$ cat src/tear_sync_pkg.sv
// Constants and types for the tearing-sync output generator
package tear_sync_pkg;
	localparam int CLK_MHZ = 100;
	localparam int LINES_PER_FIELD = 220;
	localparam int LINE_W = 9;
	localparam int PORCH_W = 8;
	localparam int CNT_W = 16;
	localparam int LINE_HIGH_MAX_US = 500;
	localparam int LINE_HIGH_MAX_CYC = LINE_HIGH_MAX_US * CLK_MHZ;
	localparam logic [CNT_W-1:0] LINE_CYC_DEF = 16'h0190;
	localparam logic [CNT_W-1:0] LINE_HBLANK_DEF = 16'h0050;
	localparam logic [PORCH_W-1:0] BACK_PORCH_DEF = 8'h06;
	localparam logic [PORCH_W-1:0] FRONT_PORCH_DEF = 8'h04;
	localparam logic [LINE_W-1:0] LINE_LAST =
		LINE_W'(LINES_PER_FIELD - 1);

	typedef enum logic {
		MODE_VBLANK = 1'b0,
		MODE_VHBLANK = 1'b1
	} tear_mode_t;

	typedef enum logic [1:0] {
		ST_BACK = 2'b00,
		ST_ACTIVE = 2'b01,
		ST_FRONT = 2'b10
	} scan_state_t;
endpackage

$ cat src/tear_sync_out.sv
// Tearing-sync output generator top level
`timescale 1ns/100ps
module tear_sync_output
	import tear_sync_pkg::*;
(
	input wire logic REF_CLK,
	input wire logic RSTN,
	input wire logic TEAR_ON_CMD,
	input wire logic TEAR_OFF_CMD,
	input wire logic TEAR_MODE_PARAM,
	input wire logic SLEEP_IN,
	input wire logic [PORCH_W-1:0] BACK_PORCH_LINES,
	input wire logic [PORCH_W-1:0] FRONT_PORCH_LINES,
	input wire logic [CNT_W-1:0] LINE_CYCLES,
	input wire logic [CNT_W-1:0] LINE_HBLANK_CYCLES,
	output logic TEAR_SYNC_OUT,
	output logic TEAR_ENABLED,
	output logic TEAR_MODE
);
	logic en_q;
	tear_mode_t mode_q;
	logic out_q;
	logic out_d;
	logic line_end;
	logic in_hblank;
	logic [LINE_W-1:0] line_idx;
	scan_state_t state;
	logic [CNT_W-1:0] hblank_eff;
	logic vblank;

	// Clamp line high time to its ceiling
	assign hblank_eff = (LINE_HBLANK_CYCLES > CNT_W'(LINE_HIGH_MAX_CYC)) ?
		CNT_W'(LINE_HIGH_MAX_CYC) : LINE_HBLANK_CYCLES;

	scan_timer u_scan (
		.clk(REF_CLK),
		.rst_n(RSTN),
		.line_cyc(LINE_CYCLES),
		.line_hblank(hblank_eff),
		.back_porch_lines(BACK_PORCH_LINES),
		.front_porch_lines(FRONT_PORCH_LINES),
		.line_end(line_end),
		.in_hblank(in_hblank),
		.line_idx(line_idx),
		.state(state)
	);

	////////////////////////////////////////////////////////////////////
	// Enable and mode from host commands
	always_ff @(posedge REF_CLK or negedge RSTN) begin
		if (!RSTN) begin
			en_q <= 1'b0;
		end else if (TEAR_ON_CMD) begin
			en_q <= 1'b1;
		end else if (TEAR_OFF_CMD) begin
			en_q <= 1'b0;
		end
	end

	always_ff @(posedge REF_CLK or negedge RSTN) begin
		if (!RSTN) begin
			mode_q <= MODE_VBLANK;
		end else if (TEAR_ON_CMD) begin
			mode_q <= tear_mode_t'(TEAR_MODE_PARAM);
		end
	end

	////////////////////////////////////////////////////////////////////
	// Waveform selection
	// Porch lines form the vertical high period
	assign vblank = (state != ST_ACTIVE);

	always_comb begin
		out_d = 1'b0;
		if (!en_q || SLEEP_IN) begin
			out_d = 1'b0;
		end else if (mode_q == MODE_VBLANK) begin
			out_d = vblank;
		end else begin
			out_d = vblank || in_hblank;
		end
	end

	always_ff @(posedge REF_CLK or negedge RSTN) begin
		if (!RSTN) begin
			out_q <= 1'b0;
		end else begin
			out_q <= out_d;
		end
	end

	assign TEAR_SYNC_OUT = out_q;
	assign TEAR_ENABLED = en_q;
	assign TEAR_MODE = mode_q;

	////////////////////////////////////////////////////////////////////
	// Checks
	logic [CNT_W-1:0] hi_cnt_q;
	always_ff @(posedge REF_CLK or negedge RSTN) begin
		if (!RSTN) begin
			hi_cnt_q <= 16'h0000;
		end else if (out_q && state == ST_ACTIVE) begin
			hi_cnt_q <= hi_cnt_q + 16'h0001;
		end else begin
			hi_cnt_q <= 16'h0000;
		end
	end

	////////////////////////////////////////////////////////////////////
	// Per-field pulse counting
	scan_state_t prev_state_q;
	logic out_prev_q;
	logic field_start;
	logic vb_ok;
	logic vh_ok;
	logic [LINE_W-1:0] rise_cnt_q;
	logic [LINE_W-1:0] fall_cnt_q;
	logic vclean_q;
	logic hclean_q;

	assign field_start = (state == ST_FRONT) && (prev_state_q == ST_ACTIVE);
	assign vb_ok = en_q && !SLEEP_IN && (mode_q == MODE_VBLANK);
	assign vh_ok = en_q && !SLEEP_IN && (mode_q == MODE_VHBLANK) &&
		(hblank_eff < LINE_CYCLES);

	always_ff @(posedge REF_CLK or negedge RSTN) begin
		if (!RSTN) begin
			prev_state_q <= ST_BACK;
			out_prev_q <= 1'b0;
		end else begin
			prev_state_q <= state;
			out_prev_q <= out_q;
		end
	end

	// Rising edges over one field, vblank mode
	always_ff @(posedge REF_CLK or negedge RSTN) begin
		if (!RSTN) begin
			rise_cnt_q <= 9'h000;
			vclean_q <= 1'b0;
		end else if (field_start) begin
			rise_cnt_q <= 9'h000;
			vclean_q <= vb_ok;
		end else begin
			if (!out_prev_q && out_q) begin
				rise_cnt_q <= rise_cnt_q + 9'h001;
			end
			if (!vb_ok) begin
				vclean_q <= 1'b0;
			end
		end
	end

	// Falling edges over one field, line mode
	always_ff @(posedge REF_CLK or negedge RSTN) begin
		if (!RSTN) begin
			fall_cnt_q <= 9'h000;
			hclean_q <= 1'b0;
		end else if (field_start) begin
			fall_cnt_q <= 9'h000;
			hclean_q <= vh_ok;
		end else begin
			if (out_prev_q && !out_q) begin
				fall_cnt_q <= fall_cnt_q + 9'h001;
			end
			if (!vh_ok) begin
				hclean_q <= 1'b0;
			end
		end
	end

	AST_ONE_VPULSE: assert property (@(posedge REF_CLK) disable iff (!RSTN)
		field_start && vclean_q |-> rise_cnt_q == 9'h001)
		else $error("vertical pulse count wrong");
	AST_LINE_PULSES: assert property (@(posedge REF_CLK) disable iff (!RSTN)
		field_start && hclean_q |-> fall_cnt_q == LINE_W'(LINES_PER_FIELD))
		else $error("line pulse count wrong");
	AST_SLEEP_KEEPS_EN: assert property (@(posedge REF_CLK) disable iff (!RSTN)
		SLEEP_IN && !TEAR_ON_CMD && !TEAR_OFF_CMD |=> en_q == $past(en_q))
		else $error("sleep changed enable");
	AST_HBLANK_CAP: assert property (@(posedge REF_CLK) disable iff (!RSTN)
		hblank_eff <= CNT_W'(LINE_HIGH_MAX_CYC))
		else $error("line high setting above ceiling");

	AST_OFF_LOW: assert property (@(posedge REF_CLK) disable iff (!RSTN)
		!en_q |=> !TEAR_SYNC_OUT) else $error("output high while off");
	AST_ON_ENABLES: assert property (@(posedge REF_CLK) disable iff (!RSTN)
		TEAR_ON_CMD |=> en_q) else $error("on command ignored");
	AST_OFF_DISABLES: assert property (@(posedge REF_CLK) disable iff (!RSTN)
		TEAR_OFF_CMD && !TEAR_ON_CMD |=> !en_q ##1 !TEAR_SYNC_OUT)
		else $error("off command ignored");
	AST_MODE_LATCH: assert property (@(posedge REF_CLK) disable iff (!RSTN)
		TEAR_ON_CMD |=> mode_q == $past(TEAR_MODE_PARAM))
		else $error("mode not taken");
	AST_SLEEP_LOW: assert property (@(posedge REF_CLK) disable iff (!RSTN)
		SLEEP_IN |=> !TEAR_SYNC_OUT) else $error("output high in sleep");
	AST_VB_MODE: assert property (@(posedge REF_CLK) disable iff (!RSTN)
		en_q && !SLEEP_IN && mode_q == MODE_VBLANK |=>
		TEAR_SYNC_OUT == $past(state != ST_ACTIVE))
		else $error("vblank waveform wrong");
	AST_VH_MODE: assert property (@(posedge REF_CLK) disable iff (!RSTN)
		en_q && !SLEEP_IN && mode_q == MODE_VHBLANK && state == ST_ACTIVE |=>
		TEAR_SYNC_OUT == $past(in_hblank)) else $error("hblank waveform wrong");
	AST_PORCH_HIGH: assert property (@(posedge REF_CLK) disable iff (!RSTN)
		en_q && !SLEEP_IN && state != ST_ACTIVE |=> TEAR_SYNC_OUT)
		else $error("vertical high cut short");
	AST_LINE_MAX: assert property (@(posedge REF_CLK) disable iff (!RSTN)
		hi_cnt_q <= CNT_W'(LINE_HIGH_MAX_CYC)) else $error("line high too long");

	COV_VB: cover property (@(posedge REF_CLK) disable iff (!RSTN)
		mode_q == MODE_VBLANK && $rose(TEAR_SYNC_OUT));
	COV_VH: cover property (@(posedge REF_CLK) disable iff (!RSTN)
		mode_q == MODE_VHBLANK && state == ST_ACTIVE && $rose(TEAR_SYNC_OUT));
	COV_SLEEP: cover property (@(posedge REF_CLK) disable iff (!RSTN)
		en_q && SLEEP_IN);
	COV_OFF: cover property (@(posedge REF_CLK) disable iff (!RSTN)
		en_q ##1 !en_q);
	COV_FIELD: cover property (@(posedge REF_CLK) disable iff (!RSTN)
		field_start && hclean_q);
endmodule // tear_sync_output

$ cat src/scan_timer.sv
// Line and field timing generator for the panel scan
`timescale 1ns/100ps
module scan_timer
	import tear_sync_pkg::*;
(
	input wire logic clk,
	input wire logic rst_n,
	input wire logic [CNT_W-1:0] line_cyc,
	input wire logic [CNT_W-1:0] line_hblank,
	input wire logic [PORCH_W-1:0] back_porch_lines,
	input wire logic [PORCH_W-1:0] front_porch_lines,
	output logic line_end,
	output logic in_hblank,
	output logic [LINE_W-1:0] line_idx,
	output scan_state_t state
);
	logic [CNT_W-1:0] cyc_q;
	logic [LINE_W-1:0] line_q;
	scan_state_t state_q;

	assign line_end = (cyc_q >= line_cyc - 16'h0001);
	assign in_hblank = (cyc_q < line_hblank);
	assign line_idx = line_q;
	assign state = state_q;

	////////////////////////////////////////////////////////////////////
	// Cycle count within a line
	always_ff @(posedge clk or negedge rst_n) begin
		if (!rst_n) begin
			cyc_q <= 16'h0000;
		end else if (line_end) begin
			cyc_q <= 16'h0000;
		end else begin
			cyc_q <= cyc_q + 16'h0001;
		end
	end

	////////////////////////////////////////////////////////////////////
	// Line count and field phase
	always_ff @(posedge clk or negedge rst_n) begin
		if (!rst_n) begin
			line_q <= 9'h000;
			state_q <= ST_BACK;
		end else if (line_end) begin
			case (state_q)
				ST_BACK: begin
					if (line_q + 9'h001 >= {1'b0, back_porch_lines}) begin
						line_q <= 9'h000;
						state_q <= ST_ACTIVE;
					end else begin
						line_q <= line_q + 9'h001;
					end
				end
				ST_ACTIVE: begin
					if (line_q == LINE_LAST) begin
						line_q <= 9'h000;
						state_q <= ST_FRONT;
					end else begin
						line_q <= line_q + 9'h001;
					end
				end
				ST_FRONT: begin
					if (line_q + 9'h001 >= {1'b0, front_porch_lines}) begin
						line_q <= 9'h000;
						state_q <= ST_BACK;
					end else begin
						line_q <= line_q + 9'h001;
					end
				end
				default: begin
					line_q <= 9'h000;
					state_q <= ST_BACK;
				end
			endcase
		end
	end
endmodule // scan_timer

$ cat config.mk
export PLATFORM = sky130hd
export DESIGN_NAME = tear_sync_output
export DESIGN_NICKNAME = d
export VERILOG_FILES = /design/src/tear_sync_pkg.sv /design/src/tear_sync_out.sv /design/src/scan_timer.sv
export SDC_FILE = /design/constraint.sdc
export NUM_CORES = 1
export LEC_CHECK = 0
export BUFFER_PORTS_ARGS = -buffer_cell sky130_fd_sc_hd__buf_2
export CORE_MARGIN = 3
export CORE_UTILIZATION = 45
export DETAILED_ROUTE_END_ITERATION = 7
export PLACE_DENSITY_LB_ADDON = 0.1
export REMOVE_ABC_BUFFERS = 1
export SLEW_MARGIN = 25
export SYNTH_ARGS = -nofsm -noshare
export SYNTH_HDL_FRONTEND = slang
export SYNTH_SLANG_ARGS = --single-unit
$ cat constraint.sdc
create_clock -name REF_CLK -period 3.6 [get_ports REF_CLK]
set_input_delay 0.54 -clock REF_CLK [delete_from_list [all_inputs] [get_ports REF_CLK]]
set_output_delay 0.54 -clock REF_CLK [all_outputs]
set_load 0.02 [all_outputs]
==> results of run 1 <==
[sequential cells by signal, summed over array words and instances, names as in the netlist]
name and count:
TEAR_ENABLED 1, u_scan.cyc_q 16, u_scan.state 2, TEAR_SYNC_OUT 1
u_scan.line_idx 9, TEAR_MODE 1
[worst max-delay path by stage]
stage | slack (ns) | to | startpoint
after floorplan | 0.15 | u_scan.line_idx[6] | LINE_CYCLES[4]
final | 0.21 | u_scan.line_idx[0] | u_scan.line_idx[0]
after global routing | 0.02 | u_scan.line_idx[0] | u_scan.line_idx[0]
after CTS | 0.21 | u_scan.line_idx[0] | u_scan.line_idx[0]
after detailed placement | 0.07 | u_scan.line_idx[2] | LINE_CYCLES[4]
after global placement | 0.16 | u_scan.line_idx[6] | LINE_CYCLES[4]
[report_power, final]
part	internal [uW]	leakage, uW	total (uW)	switching, uW
Clock	133	0.0000383	250	117
Sequential	415	0.000376	530	115
Combinational	313	0.00129	642	329
Total	860	0.00171	1420	562
[per-stage QoR]
| stage | setup WS, ns | area (sq um) | hold slack, ns | std cells |
|---|---|---|---|---|
| final | 0.213 | 3340 | 0.304 | 466 |
| after global routing | 0.0154 | 3340 | 0.363 | 466 |
| after CTS | 0.210 | 3340 | 0.328 | 466 |
| after detailed placement | 0.0656 | 3260 | 0.518 | 459 |
| after global placement | 0.160 | 3260 | 0.498 | 459 |
| after floorplan | 0.145 | 2850 | 0.244 | 323 |
[kinds of logic after synthesis]
group | Yosys count | share of synthesized area [%]
and+or+nand+nor | 116 | 19.9
DFF | 30 | 26.2
buffers and inverters | 28 | 3.71
AOI/OAI and AO/OA | 71 | 18.4
xor gates and xnor gates | 30 | 9.17
muxes | 2 | 0.786
adders and majority gates | 50 | 21.8
[cell type report]
cell class | count | area [sq um] | area share (%)
multi-input cells | 269 | 2010 | 60.2
clock buffers | 7 | 76.3 | 2.29
well taps | 75 | 93.8 | 2.81
inverters | 24 | 90.1 | 2.70
repair buffers | 61 | 318 | 9.52
flip-flops and latches | 30 | 751 | 22.5
[routing by layer]
| layer | share of wire [%] | up-vias |
|---|---|---|
| met5 | 0 | - |
| met4 | 0.64 | 0 |
| met3 | 4.9 | 7 |
| met2 | 44 | 50 |
| met1 | 50 | 1152 |
| li1 | - | 1322 |
[critical path: stages (launching register included)]
cell,delay [ns]
dfrtp_1,0.43
ha_1,0.26
nand3_1,0.15
or2_2,0.36
xnor2_1,0.16
ha_1,0.19
or4b_1,0.57
a211o_1,0.31
a41oi_2,0.20
o31ai_2,0.20
a21oi_4,0.31
mux2_2,0.20
[cell usage in the layout, fill, tap and decap left out, types with 12 or more instances in the layout]
master	n
dfrtp_1	30
buf_2	56
o21ai_0	12
a21oi_1	14
inv_1	24
nor2_1	29
xnor2_1	17
nand2_1	33
ha_1	50
xor2_1	13
==> impl_metrics.csv, run 1 <==
group,metric,value,unit
synthesis,synth.most_common_cell,"ha_1",
placed_design,port_buffers,56,
sta,hold_violations,0,
clocking,clkLatencyLatePin,0.28,ns
die,die_y,85.8,um
pwr,p_leak,0.00171,uW
pwr,total_power,1420,uW
synthesis,post-synth-top-area-cell,"dfrtp_1",
outcome,status,"finished, final reports clean",
clocking,root_buffer,"clkbuf_8",
detailed_routing,drt_first_pass_iters,4,
grt,grt-busiest-layer,"met2",
synthesis,mappedNetlistArea,2870,sq um
die,initial_core_util,47.3,%
pwr,power.density,426,nW/um^2
die,placementRows,28,
cells_and_area,num_antenna_cells,0,
cells_and_area,finalNetCount,495,
detailed_routing,viasPerCell,5.43,
setup_path,cp_data_arrival_time,3.60,ns
setup_path,r2r_setup_slack,0.21,ns
placed_design,gp_congestion,0.868,
clocking,cts_buffer_depth,2,
grt,grt_usage,17.5,%
synthesis,synth-async-reset-ratio,100,%
detailed_routing,vias,2531,
grt,overflow,0,
setup_path,r2r_cells,11,
detailed_routing,drt_iter0_drc,121,
synthesis,yosysSeqAreaShare,26.2,%
die,dieArea,7360,sq um
job,max_cap_viol_count,0,
grt,grt_pass1_wl,10.5,mm
synthesis,synthTopCellsByCount,"ha_1 (50), nand2_1 (33), dfrtp_1 (30)",
sta,finalMaxSlewViolations,0,
cells_and_area,drive_above_1_share,19.4,%
synthesis,yosysWarnings,0,
hold_path,hp-class,"in2async",
clocking,clock-sinks,30,
clocking,path_clk_slew,0.06,ns
sta,final.period_utilization,94.1,%
detailed_routing,post-route-drc-count,0,
clocking,ctsResizeCount,0,
clocking,cts-hold-fix-buffers,0,
sta,finalSetupViolCount,0,
setup_path,worstPathMaxFanout,8,
synthesis,synth_ff_type,"dfrtp_1",
sta,max_slew_margin,53.0,%
sta,clock_skew,0.00228,ns
grt,grt_pass1_vias,2352,
synthesis,synth-edff-count,0,
cells_and_area,syn_to_final_growth,16.5,%
synthesis,synth_area_leaders,"dfrtp_1 (26%), ha_1 (22%), xnor2_1 (5.2%)",
detailed_routing,wl,6.24,mm
setup_path,crit_path_start_kind,"flip-flop",
clocking,cts_made_buffers,5,
clocking,cts_setup_buffers,0,
sta,timing.setup.tns,0,ns
clocking,cts_tree,"done",
setup_path,cp-end-kind,"flip-flop",
grt,grt_use_met2,27.8,%
grt,grt_max_degree,31,
grt,met1_usage,25.2,%
synthesis,syn-mean-instance-area,8.77,sq um
sta,rsz0062_at_grt,"false",
setup_path,reg2reg_from,"u_scan.line_idx[0]",
cells_and_area,final_util,55.1,%
die,ioPinCount,57,
grt,met3_usage,3.27,%
sta,max_freq,295,MHz
synthesis,syn_inst,327,
detailed_routing,ant_nets,0,
placed_design,dp_hpwl,5.19,mm
synthesis,ys_ff_latch,30,
setup_path,r2r-end,"u_scan.line_idx[0]",
clocking,htree_levels,2,
setup_path,crit_type,"reg2reg",
sta,layout_min_cycle_time,3.39,ns
die,die_x,85.8,um
detailed_routing,wl_per_cell,13.4,um
synthesis,synth_top_area_share,26.2,%
setup_path,cp.required,3.82,ns
sta,tightest_slew,0.700,ns
pwr,ir_drop,0.000311,V
synthesis,synth_cell_type_count,50,
cells_and_area,fillers,597,
die,coreArea,6060,sq um
grt,antenna_found_initial,0,
No activity file was read; power rests on OpenSTA's default activity.
==> run 2: changes to the inputs <==
Settings changed: PLACE_DENSITY set to 0.76, PLACE_DENSITY_LB_ADDON 0.1 to not set.
==> impl_metrics.csv, run 2 (synthesized netlist as in run 1, its figures left out) <==
group,metric,value,unit
outcome,status,"finished, final reports clean",
cells_and_area,final_common_cell,"buf_2",
setup_path,r2r-end,"u_scan.line_idx[0]",
detailed_routing,wl,6.27,mm
grt,grt_usage,18.1,%
die,dieArea,7360,sq um
die,ioPinCount,57,
cells_and_area,regMostFlops,"u_scan.cyc_q",
sta,max_freq,298,MHz
job,max_cap_viol_count,0,
cells_and_area,final_util,55.6,%
sta,holdWs,0.306,ns
sta,rsz0062_at_grt,"false",
detailed_routing,vias,2588,
grt,grt_max_degree,31,
detailed_routing,viasPerCell,5.54,
clocking,cts_tree,"done",
die,placementRows,28,
clocking,htree_levels,2,
placed_design,gp_congestion,0.904,
setup_path,critPathBufInv,0,
sta,clock_skew,0.00518,ns
grt,grt_pass1_wl,11.0,mm
sta,hold_violations,0,
setup_path,r2r_setup_slack,0.24,ns
setup_path,cp-end-kind,"flip-flop",
placed_design,placed_area,3260,sq um
detailed_routing,post-route-drc-count,0,
sta,layout_min_cycle_time,3.36,ns
cells_and_area,num_antenna_cells,0,
setup_path,cp.required,3.82,ns
grt,overflow,0,
sta,timing.setup.tns,0,ns
clocking,cts-hold-fix-buffers,0,
cells_and_area,largest_reg_flops,16,
setup_path,crit_chain,"ha_1 -> nand3_1 -> or2_2 -> xnor2_1 -> ha_1 -> or4b_1 -> a211o_1 -> a41oi_2 -> o31ai_2 -> a21oi_4 -> mux2_2",
clocking,root_buffer,"clkbuf_8",
die,initial_core_util,47.3,%
sta,tightest_slew,0.697,ns
clocking,clkLatencyLatePin,0.27,ns
clocking,path_clk_slew,0.06,ns
placed_design,dp_hpwl,5.17,mm
detailed_routing,wl_per_cell,13.4,um
die,coreArea,6060,sq um
placed_design,port_buffers,56,
die,die_x,85.8,um
placed_design,pre_cts_slack,0.0621,ns
cells_and_area,final_cell_mix,"buf_2 (56), ha_1 (50), nand2_1 (33)",
sta,timing.final.ws_setup,0.244,ns
sta,final.period_utilization,93.2,%
setup_path,r2r_cells,11,
clocking,cts_buffer_depth,2,
detailed_routing,drt_first_pass_iters,4,
clocking,clock-sinks,30,
setup_path,cp_data_arrival_time,3.57,ns
setup_path,reg2reg_from,"u_scan.line_idx[0]",
setup_path,path_common_cell,"ha_1",
hold_path,hp-class,"in2async",
setup_path,worstPathMaxFanout,8,
setup_path,slowest_delay,0.58,ns
pwr,ir_drop,0.000276,V
grt,antenna_found_initial,0,
setup_path,crit_type,"reg2reg",
sta,max_slew_margin,53.2,%
die,die_y,85.8,um
pwr,p_leak,0.00173,uW
cells_and_area,drive_above_1_share,20.2,%
setup_path,crit_family,"simple AND/OR/NAND/NOR gates",
sta,finalMaxSlewViolations,0,
setup_path,crit_slowest_cell,"or4b_1",
cells_and_area,syn_to_final_growth,17.6,%
detailed_routing,drt_iter0_drc,128,
clocking,cts_made_buffers,5,
grt,grt_pass1_vias,2519,
cells_and_area,finalNetCount,495,
clocking,cts_setup_buffers,0,
detailed_routing,ant_nets,0,
clocking,ctsResizeCount,0,
sta,finalSetupViolCount,0,
setup_path,crit_path_start_kind,"flip-flop",
cells_and_area,fin_area,3370,sq um
pwr,power.density,446,nW/um^2
## run 2: changes by cell type in the layout (fill, tap and decap cells not counted), sizes merged
cell	previous run	this run
clkbuf	7	8
## run 2: cell type report
type	count	area, sq um
fill	561	2690
clock buffer	8	110
timing repair buffer	61	318
tap	75	93.8
multi-input combinational	269	2010
sequential	30	751
inverter	24	90.1
## run 2: metal layers
metal	vias to the layer above	track usage [%]	part of all wire (%)
li1	1309	-	-
met1	1225	25.4	48
met2	52	30.2	47
met3	2	3.27	5.0
met4	0	1.73	0.26
met5	-	0	0
## run 2: how the worst max path moves through the flow
| stage | start | endpoint | slack [ns] | depth (start not counted) |
|---|---|---|---|---|
| final | u_scan.line_idx[0] | u_scan.line_idx[0] | 0.24 | 11 |
| after global routing | LINE_CYCLES[4] | u_scan.line_idx[5] | 0.04 | 14 |
| after detailed placement | LINE_CYCLES[4] | u_scan.line_idx[2] | 0.06 | 14 |
| after global placement | LINE_CYCLES[4] | u_scan.line_idx[6] | 0.16 | 14 |
| after CTS | u_scan.line_idx[0] | u_scan.line_idx[0] | 0.25 | 11 |
| after floorplan | LINE_CYCLES[4] | u_scan.line_idx[6] | 0.15 | 13 |
## run 2: through the flow
stage	power [uW]	cells
floorplan	982	323
global placement	1150	459
detailed placement	1190	459
CTS	1510	467
global route	1650	467
finish	1500	467
## run 2: worst reg2reg max path, stage by stage, from the launching register on
cell     delay [ns]
dfrtp_1        0.44
ha_1           0.26
nand3_1        0.15
or2_2          0.36
xnor2_1        0.16
ha_1           0.19
or4b_1         0.58
a211o_1        0.30
a41oi_2        0.18
o31ai_2        0.19
a21oi_4        0.30
mux2_2         0.19
## run 2: power by group
group	leakage (uW)	switching, uW	internal (uW)
combinational	0.00129	338	318
sequential	0.000376	119	415
clock	0.0000575	122	193
